<file path="config.mk">
export PLATFORM = sky130hd
export DESIGN_NAME = dosm_top
export DESIGN_NICKNAME = d
export VERILOG_FILES = /design/src/design/dosm_pkg.sv /design/src/design/dosm_top.sv
export VERILOG_INCLUDE_DIRS = /design/src /design/src/design
export SDC_FILE = /design/constraint.sdc
export NUM_CORES = 1
export LEC_CHECK = 0
export BUFFER_PORTS_ARGS = -buffer_cell sky130_fd_sc_hd__buf_2
export CORE_ASPECT_RATIO = 1.75
export CORE_MARGIN = 4
export CORE_UTILIZATION = 47
export DETAILED_ROUTE_END_ITERATION = 7
export PLACE_DENSITY = 0.81
export SYNTH_ARGS = -nofsm -noshare
export SYNTH_HDL_FRONTEND = slang
export SYNTH_SLANG_ARGS = --single-unit
</file>
<file path="constraint.sdc">
create_clock -name clk_sys -period 2.7 [get_ports clk_sys]
set_clock_uncertainty 0.1 [all_clocks]
set_input_delay 0.135 -clock clk_sys [delete_from_list [all_inputs] [get_ports clk_sys]]
set_output_delay 0.135 -clock clk_sys [all_outputs]
set_load 0.05 [all_outputs]
</file>
<file path="src/design/dosm_defs.svh">
// Offsets, field positions and reset values of the operating-state block
// Assumes inclusion by bare name; holds definitions only
// Operation
// Nine numbered operating states held
// Error class selects stop and switch-off
// Changes by input, bus command, monitoring
// Any one listed condition triggers change
// Start leaves once initialised or slow
// Not ready leaves after first commissioning
// Checks met give ready to switch on
// Shutdown needed only bus, CANopen, compat
// Switch On or enable rise switches on
// Enable Operation powers amplifier, releases brake
// Disable Operation halts, brakes, powers off
// Enable falling edge also leaves operation
// Shutdown returns to ready, amplifier off
// Ready drops on voltage, safety, speed; code drops on safety only when both inputs are lost
// Disable Voltage drops to switch-on disabled
// Class 1 or Quick Stop command
// Disable Voltage ends quick stop, off
// Class 2 to 4 enter fault reaction
// Fault reaction completes into fault
// Fault reset clears fault to disabled; code keeps fault until sys_rst after a class 4 error that starts the fault reaction
// Reset only once cause removed
// Reset or enable resumes operation
// Enable exit only for bus quick stop
// Inputs synchronised, one change per edge
`ifndef DOSM_DEFS_SVH
`define DOSM_DEFS_SVH
`define DOSM_OFS_CFG    4'h0
`define DOSM_OFS_CMD    4'h4
`define DOSM_OFS_STAT   4'h8
`define DOSM_CFG_BUS    0
`define DOSM_CFG_CAN    1
`define DOSM_CFG_COMPAT 2
`define DOSM_CFG_RST    3'h0
`define DOSM_ST_AMP     4
`define DOSM_ST_BRAKE   5
`define DOSM_ST_HALT    6
`define DOSM_ST_QSTOP   7
`define DOSM_ST_QSBUS   8
`endif

</file>
<file path="src/design/dosm_pkg.sv">
// Types of the operating-state block
// Assumes the constants header is on the include path
package dosm_pkg;
	typedef enum logic [3:0] {
		ST_START     = 4'h0,
		ST_NOT_READY = 4'h1,
		ST_DISABLED  = 4'h3,
		ST_READY     = 4'h2,
		ST_SWITCHED  = 4'h6,
		ST_OPERATE   = 4'h7,
		ST_QSTOP     = 4'h5,
		ST_REACTION  = 4'h4,
		ST_FAULT     = 4'hc
	} dosm_state_e;
	typedef enum logic [2:0] {
		CMD_NONE        = 3'h0,
		CMD_SHUTDOWN    = 3'h1,
		CMD_SWITCH_ON   = 3'h2,
		CMD_ENABLE_OP   = 3'h3,
		CMD_DISABLE_OP  = 3'h4,
		CMD_DISABLE_V   = 3'h5,
		CMD_QUICK_STOP  = 3'h6,
		CMD_FAULT_RESET = 3'h7
	} dosm_cmd_e;
	typedef struct packed {
		logic       init_done;
		logic       speed_low;
		logic       commission_done;
		logic       encoder_ok;
		logic       dc_bus_ok;
		logic       safety_input_a;
		logic       safety_input_b;
		logic       speed_ok;
		logic       standstill;
		logic [2:0] err_class;
	} dosm_cond_s;
	typedef struct packed {
		logic amp_on;
		logic brake_release;
		logic halt;
		logic quick_stop;
	} dosm_act_s;
endpackage

</file>
<file path="src/design/dosm_top.sv">
// Operating-state controller of a servo drive with Avalon-MM registers
// Assumes condition inputs synchronous to clk_sys and a bus master
// that holds each request until waitrequest is seen low
`timescale 1ns/100ps
`default_nettype none
`include "dosm_defs.svh"

module dosm_top (
	input  wire logic                 clk_sys,
	input  wire logic                 sys_rst,
	input  wire logic [3:0]           avs_address,
	input  wire logic                 avs_read,
	input  wire logic                 avs_write,
	input  wire logic [31:0]          avs_writedata,
	output var  logic [31:0]          avs_readdata,
	output var  logic                 avs_waitrequest,
	input  wire logic                 enable_in,
	input  wire logic                 fault_clear_in,
	input  wire dosm_pkg::dosm_cond_s cond,
	output var  dosm_pkg::dosm_act_s  act,
	output var  dosm_pkg::dosm_state_e op_state
);
	import dosm_pkg::*;

	// ----------------------------------------------------------------
	// State record
	// ----------------------------------------------------------------
	typedef struct packed {
		dosm_state_e state;
		logic [2:0]  cfg;
		dosm_cmd_e   cmd;
		logic [1:0]  en_sync;
		logic        en_prev;
		logic [1:0]  fc_sync;
		logic        fc_prev;
		logic        qs_bus;
		logic        dis_pend;
		logic        frx_qs;
		logic        fatal4;
		dosm_act_s   act;
		logic        busy;
		logic [31:0] rdata;
	} dosm_reg_s;

	dosm_reg_s st_r;
	dosm_reg_s st_nxt;

	function automatic logic [3:0] state_num(input dosm_state_e s);
		case (s)
			ST_START:     state_num = 4'h1;
			ST_NOT_READY: state_num = 4'h2;
			ST_DISABLED:  state_num = 4'h3;
			ST_READY:     state_num = 4'h4;
			ST_SWITCHED:  state_num = 4'h5;
			ST_OPERATE:   state_num = 4'h6;
			ST_QSTOP:     state_num = 4'h7;
			ST_REACTION:  state_num = 4'h8;
			ST_FAULT:     state_num = 4'h9;
			default:      state_num = 4'h0;
		endcase
	endfunction

	// ----------------------------------------------------------------
	// Decoded conditions
	// ----------------------------------------------------------------
	logic req;
	logic en_rise;
	logic en_fall;
	logic fc_rise;
	logic err_hi;
	logic err_one;
	logic cause_clr;
	logic need_sd;
	logic ready_ok;
	logic ready_drop;
	logic hold_state;

	assign req       = avs_read | avs_write;
	// edges seen on synchronised copies only
	assign en_rise   = st_r.en_sync[1] & ~st_r.en_prev;
	assign en_fall   = ~st_r.en_sync[1] & st_r.en_prev;
	assign fc_rise   = st_r.fc_sync[1] & ~st_r.fc_prev;
	assign err_hi    = cond.err_class >= 3'h2;
	assign err_one   = cond.err_class == 3'h1;
	assign cause_clr = cond.err_class == 3'h0;
	// shutdown gate on bus, CANopen and compat
	assign need_sd   = st_r.cfg[`DOSM_CFG_BUS] & st_r.cfg[`DOSM_CFG_CAN]
		& st_r.cfg[`DOSM_CFG_COMPAT];
	assign ready_ok  = cond.encoder_ok & cond.dc_bus_ok
		& cond.safety_input_a & cond.safety_input_b & cond.speed_ok;
	assign ready_drop = ~cond.dc_bus_ok | ~cond.speed_ok
		| (~cond.safety_input_a & ~cond.safety_input_b);
	assign hold_state = st_r.state == ST_REACTION
		| st_r.state == ST_FAULT;

	// ----------------------------------------------------------------
	// Next state
	// ----------------------------------------------------------------
	always_comb begin
		st_nxt = st_r;
		// two-flop synchronisers
		st_nxt.en_sync = {st_r.en_sync[0], enable_in};
		st_nxt.en_prev = st_r.en_sync[1];
		st_nxt.fc_sync = {st_r.fc_sync[0], fault_clear_in};
		st_nxt.fc_prev = st_r.fc_sync[1];
		st_nxt.cmd = CMD_NONE;
		st_nxt.busy = 1'b1;
		// Bus answer one cycle after the request
		if (req && st_r.busy) begin
			st_nxt.busy = 1'b0;
			st_nxt.rdata = 32'h0;
			if (avs_read && avs_address == `DOSM_OFS_CFG) begin
				st_nxt.rdata[2:0] = st_r.cfg;
			end
			if (avs_read && avs_address == `DOSM_OFS_STAT) begin
				st_nxt.rdata[3:0] = state_num(st_r.state);
				st_nxt.rdata[`DOSM_ST_AMP] = st_r.act.amp_on;
				st_nxt.rdata[`DOSM_ST_BRAKE] = st_r.act.brake_release;
				st_nxt.rdata[`DOSM_ST_HALT] = st_r.act.halt;
				st_nxt.rdata[`DOSM_ST_QSTOP] = st_r.act.quick_stop;
				st_nxt.rdata[`DOSM_ST_QSBUS] = st_r.qs_bus;
			end
		end
		if (avs_write && !st_r.busy) begin
			if (avs_address == `DOSM_OFS_CFG) begin
				st_nxt.cfg = avs_writedata[2:0];
			end
			// commands only under fieldbus control
			if (avs_address == `DOSM_OFS_CMD
				&& st_r.cfg[`DOSM_CFG_BUS]) begin
				st_nxt.cmd = dosm_cmd_e'(avs_writedata[2:0]);
			end
		end
		// each branch takes any one alternative
		// class 2 to 4 from any state except fault reaction and fault
		if (err_hi && !hold_state) begin
			st_nxt.state = ST_REACTION;
			// class 2 stops first, 3 and 4 cut off
			st_nxt.frx_qs = st_r.act.amp_on
				&& cond.err_class == 3'h2;
			st_nxt.fatal4 = st_r.fatal4 || cond.err_class == 3'h4;
		end else begin
			case (st_r.state)
				ST_START: begin
					// start to not ready
					if (cond.init_done || cond.speed_low) begin
						st_nxt.state = ST_NOT_READY;
					end
				end
				ST_NOT_READY: begin
					// commissioning done
					if (cond.commission_done) begin
						st_nxt.state = ST_DISABLED;
					end
				end
				ST_DISABLED: begin
					// checks met give ready
					if (ready_ok
						&& (!need_sd || st_r.cmd == CMD_SHUTDOWN)) begin
						st_nxt.state = ST_READY;
					end
				end
				ST_READY: begin
					// voltage, both safety inputs or speed lost
					if (ready_drop || st_r.cmd == CMD_DISABLE_V) begin
						st_nxt.state = ST_DISABLED;
					// switch on by command or edge
					end else if (st_r.cmd == CMD_SWITCH_ON || en_rise) begin
						st_nxt.state = ST_SWITCHED;
					end
				end
				ST_SWITCHED: begin
					// enable operation
					if (st_r.cmd == CMD_ENABLE_OP) begin
						st_nxt.state = ST_OPERATE;
					// shutdown to ready
					end else if (st_r.cmd == CMD_SHUTDOWN) begin
						st_nxt.state = ST_READY;
					// disable voltage
					end else if (st_r.cmd == CMD_DISABLE_V) begin
						st_nxt.state = ST_DISABLED;
					end
				end
				ST_OPERATE: begin
					// disable voltage, amplifier off
					if (st_r.cmd == CMD_DISABLE_V) begin
						st_nxt.state = ST_DISABLED;
					// shutdown, amplifier off at once
					end else if (st_r.cmd == CMD_SHUTDOWN) begin
						st_nxt.state = ST_READY;
					// class 1 or quick stop command
					end else if (err_one
						|| st_r.cmd == CMD_QUICK_STOP) begin
						st_nxt.state = ST_QSTOP;
						st_nxt.qs_bus = st_r.cmd == CMD_QUICK_STOP
							&& !err_one;
					// halt until standstill
					end else if (st_r.dis_pend && cond.standstill) begin
						st_nxt.state = ST_SWITCHED;
					// enable fall also halts
					end else if (st_r.cmd == CMD_DISABLE_OP || en_fall) begin
						st_nxt.dis_pend = 1'b1;
					end
				end
				ST_QSTOP: begin
					// disable voltage ends quick stop
					if (st_r.cmd == CMD_DISABLE_V) begin
						st_nxt.state = ST_DISABLED;
					// resume operation
					end else if (cause_clr
						&& (st_r.cmd == CMD_FAULT_RESET || fc_rise
						|| (st_r.cmd == CMD_ENABLE_OP && st_r.qs_bus))) begin
						st_nxt.state = ST_OPERATE;
					end
				end
				ST_REACTION: begin
					// response completed
					if (!st_r.frx_qs || cond.standstill) begin
						st_nxt.state = ST_FAULT;
					end
				end
				ST_FAULT: begin
					// reset once cause removed, never after a class 4 error that started the fault reaction
					if (cause_clr && !st_r.fatal4
						&& (st_r.cmd == CMD_FAULT_RESET || fc_rise)) begin
						st_nxt.state = ST_DISABLED;
					end
				end
				default: begin
					st_nxt.state = ST_START;
				end
			endcase
		end
		if (st_nxt.state != ST_OPERATE) begin
			st_nxt.dis_pend = 1'b0;
		end
		if (st_nxt.state != ST_QSTOP) begin
			st_nxt.qs_bus = 1'b0;
		end
		if (st_nxt.state != ST_REACTION) begin
			st_nxt.frx_qs = 1'b0;
		end
		// actions follow the held state
		st_nxt.act.amp_on = st_nxt.state == ST_OPERATE
			|| st_nxt.state == ST_QSTOP || st_nxt.frx_qs;
		st_nxt.act.brake_release = st_nxt.act.amp_on;
		st_nxt.act.halt = st_nxt.dis_pend;
		st_nxt.act.quick_stop = st_nxt.state == ST_QSTOP
			|| st_nxt.frx_qs;
	end

	// ----------------------------------------------------------------
	// Registers
	// ----------------------------------------------------------------
	always_ff @(posedge clk_sys) begin
		if (sys_rst) begin
			st_r <= '0;
			st_r.state <= ST_START;
			st_r.cfg <= `DOSM_CFG_RST;
			st_r.cmd <= CMD_NONE;
			st_r.busy <= 1'b1;
		end else begin
			st_r <= st_nxt;
		end
	end

	assign avs_readdata    = st_r.rdata;
	assign avs_waitrequest = st_r.busy;
	assign act             = st_r.act;
	assign op_state        = st_r.state;
endmodule // dosm_top

`default_nettype wire

</file>
==> results list <==
- Mapped Cells: 242
- The largest single stage delay on the critical path is 0.50 ns.
- Worst slew margin relative to its limit: 0.4102
* Pin slew with the least headroom to its limit: 0.8779 ns
* Required time of the critical path: 2.77 ns
- Async set-reset flop share out of synthesis: 0
- Total detailed-routing wirelength: 4639 um
- The first global-routing pass estimated 7320 um of wire.
- Clock-pin slew was measured on the worst setup and hold paths at 0.07 ns.
* Distinct cell type count of the synthesized netlist: 57
- Setup_tns: 0 ns
- In the final layout, the multi-input gates occupy 1051 um2.
- For this run, the detailed router's first-pass iteration total came to 4.
- Core area: 4150 um2
- Setup repair after global routing left no endpoint under its margin.
- After layout, the minimum clock period comes to 2.487 ns.
- Number of cells in the design after placement: 314
- The number of hold-slack violations in the final timing report came to 0.
* Number of cells traversed by the worst hold path: 3
* Highest ir drop seen on vdd: 0.3725 mV
- Of the synthesized area, sequential elements account for 0.3442.
* Kind of end point of the critical path: flop
* Leakage: 0.9765 nW
* Maximum count of clock buffers along a single path: 2
- The final layout contains 332 nets.
* Proportion of layout cells with a drive suffix above 1: 0.2194
- The H-tree was split into 2 levels.
* Run status: finished clean
- For this run, the leading register cell type out of synthesis is sky130_fd_sc_hd__dfxtp_1.
- The max-slew violation total from the final report came to 0.
- Max-cap violations in this run came to 0.
- Average instance area after synthesis: 8.412 um2
- Final-report setup violation count: 0
* Syn Std Cell Area: 2036 um2
- In this run, synthesis inferred 0 flip-flops with an integrated enable.
* Power per standard cell area: 554.2 nW/um2
* Worst R2R Setup Slack: 0.21 ns
- The die covers 5490 um2.
- DRC violation count after routing: 0
- Slowest library cell on the worst path: sky130_fd_sc_hd__dfxtp_1
- The startpoint identified for the worst register-to-register timing path is op_state[2].
* CP cell instances: nor4bb_1 -> o211ai_1 -> o21ai_0 -> a21o_1 -> o21ai_1 -> ha_1 -> nand2b_1 -> o22ai_1 -> or3b_1
- Counting the fill cells in the layout gives 392.
* Count of buffers added by post-CTS timing repair for setup: 0
- In this run the horizontal extent of the chip is 57.75 um.
- Worst Path Class, Setup: reg2reg
- Final total power: 1.238 mW
- Final clock period utilization by the worst path: 0.9210
- ANT cells: 0
- The number of antenna violations at the first check in global routing was 0.
- The worst setup path is launched from a flop.
- Clock latency on the worst-skew pair, taken at its later pin, is 0.28 ns.
* Via density per instance: 5.440
- Via count: 1779
* Largest net degree at the start of global routing: 29
- In this run the clock root is driven by a sky130_fd_sc_hd__clkbuf_8.
- Via count of the first global-routing pass: 1644
- Dividing the detail-routed wire length by the instance count gives 14.19 um.
- The detail route stage leaves a number of antenna-violating nets equal to 0.
- Input and output buffers added on the ports amount to 42.
- Half-perimeter wire length after placement: 3564 um
- Worst EP arrival: 2.55 ns
* Die Ht: 95.06 um
* First DRT Iteration DRCs: 87
* FF-to-FF path depth: 9
* Achievable Freq: 402.2 MHz
- Count of pins on the block boundary: 95
- Routability-driven placement finished with a final weighted congestion of 0.8851.
- The worst hold path terminates at st_r[37].
* Yosys warns: 0
* Layout Cells excl Fill: 327
- HP Start: cond[2]
- TritonCTS built the clock tree.
- Standard-cell rows: 31
* CP Max Fanout: 10
- Register bit total from synthesis: 35
- The path class of the tightest hold or removal check is in2reg.
* Combined flip-flop and latch cell area: 700.7 um2
- For this configuration, the core starts out at a cell density of 0.4905.
- Relative to the synthesized area, the layout overhead comes to 9.711%.
* Sum of overflow across all layers after global routing: 0
* Total clock buffers created by CTS: 5
- Total clock sinks: 35
- Total track usage: 0.1752
==> per-layer routing <==
layer,track usage,up-vias,share of wire
li1,-,867,-
met1,0.1657,814,0.34
met2,0.3198,74,0.53
met3,0.03930,24,0.059
met4,0.1277,0,0.061
met5,0,-,0
==> worst max path at each step <==
| stage | slack (ns) | from | cells past startpoint | to |
|---|---|---|---|---|
| finish | 0.21 | op_state[2] | 9 | flop |
| global route | 0.04 | op_state[0] | 9 | flop |
| CTS | 0.22 | op_state[2] | 9 | flop |
| detailed placement | 0.24 | op_state[2] | 8 | flop |
| global placement | 0.26 | st_r[49] | 8 | flop |
| floorplan | 0.36 | st_r[49] | 9 | flop |
==> cells in the mapped netlist, types with 3 or more instances <==
cell,count,area share
sky130_fd_sc_hd__a221oi_1,3,0.013
sky130_fd_sc_hd__clkbuf_1,4,0.0074
sky130_fd_sc_hd__nand3_1,9,0.022
sky130_fd_sc_hd__inv_1,8,0.015
sky130_fd_sc_hd__o21bai_1,3,0.011
sky130_fd_sc_hd__nor2_1,17,0.031
sky130_fd_sc_hd__a21oi_1,11,0.027
sky130_fd_sc_hd__nand2b_1,6,0.018
sky130_fd_sc_hd__nand2_1,8,0.015
sky130_fd_sc_hd__o211ai_1,3,0.011
sky130_fd_sc_hd__o21a_1,3,0.011
sky130_fd_sc_hd__nor2b_1,10,0.031
sky130_fd_sc_hd__o21ai_0,5,0.012
sky130_fd_sc_hd__a21o_1,5,0.018
sky130_fd_sc_hd__o21ai_1,3,0.0074
sky130_fd_sc_hd__buf_4,40,0.15
sky130_fd_sc_hd__and2_1,6,0.018
sky130_fd_sc_hd__nor3_1,9,0.022
sky130_fd_sc_hd__a31oi_1,6,0.018
sky130_fd_sc_hd__mux2i_1,3,0.015
sky130_fd_sc_hd__dfxtp_1,35,0.34
==> final cells by class <==
cell class / count / share of cell area
timing repair buffer: 53 / 0.1367
clock inverter: 2 / 0.005602
sequential: 35 / 0.3137
multi-input combinational: 174 / 0.4706
tap: 49 / 0.02745
inverter: 8 / 0.01345
clock buffer: 6 / 0.03249
==> power breakdown <==
part	leakage [nW]	switching [mW]	total, mW	internal [mW]
Clock	0.0412	0.185	0.365	0.180
Combinational	0.650	0.220	0.311	0.0907
Sequential	0.286	0.0206	0.561	0.541
Total	0.977	0.426	1.24	0.812
==> what timing repair did <==
action	CTS	global route
gates resized for setup	0	0
hold endpoints to repair	5	0
hold buffers	5	0
==> kinds of logic after synthesis <==
group                    synth area share
multiplexers                      0.01475
buffers and inverters              0.1801
AND/OR/NAND/NOR                    0.2569
AO/OA/AOI/OAI                      0.1918
other                            0.001842
adder cells (fa/ha/maj)          0.006145
flip-flops                         0.3442
XOR/XNOR                         0.004303
==> stage by stage <==
stage	util	setup slack (ns)	hold WS [ns]	instance area, um2
after floorplan	-	0.3617	0.1567	2118
after global placement	0.5056	0.2593	0.2422	2098
after detailed placement	0.5056	0.2441	0.2535	2098
after CTS	0.5381	0.2179	0.05905	2233
after global routing	0.5381	0.03784	0.08106	2233
final	0.5381	0.2134	0.06754	2233
==> cell usage in the layout (no fill, tap or decap), types with 5 or more instances in the layout <==
cell type / netlist / layout
sky130_fd_sc_hd__nand2_1: 8 / 8
sky130_fd_sc_hd__buf_4: 40 / 6
sky130_fd_sc_hd__o21ai_0: 5 / 5
sky130_fd_sc_hd__a21oi_1: 11 / 11
sky130_fd_sc_hd__and2_1: 6 / 6
sky130_fd_sc_hd__inv_1: 8 / 8
sky130_fd_sc_hd__dfxtp_1: 35 / 35
sky130_fd_sc_hd__a31oi_1: 6 / 6
sky130_fd_sc_hd__nor2_1: 17 / 17
sky130_fd_sc_hd__nand3_1: 9 / 9
sky130_fd_sc_hd__a21o_1: 5 / 5
sky130_fd_sc_hd__buf_2: 2 / 42
sky130_fd_sc_hd__nor3_1: 9 / 9
sky130_fd_sc_hd__dlygate4sd3_1: 0 / 5
sky130_fd_sc_hd__nor2b_1: 10 / 10
sky130_fd_sc_hd__clkbuf_8: 0 / 5
sky130_fd_sc_hd__conb_1: 1 / 23
sky130_fd_sc_hd__nand2b_1: 6 / 6
==> worst max-delay path, delay by kind of cell (launching register included) <==
family          cells  cell delay (ns)
flops               1             0.50
fa+ha+maj           1             0.22
compound gates      5             0.69
simple gates        3             0.86
(Power assumes the default switching activity.)
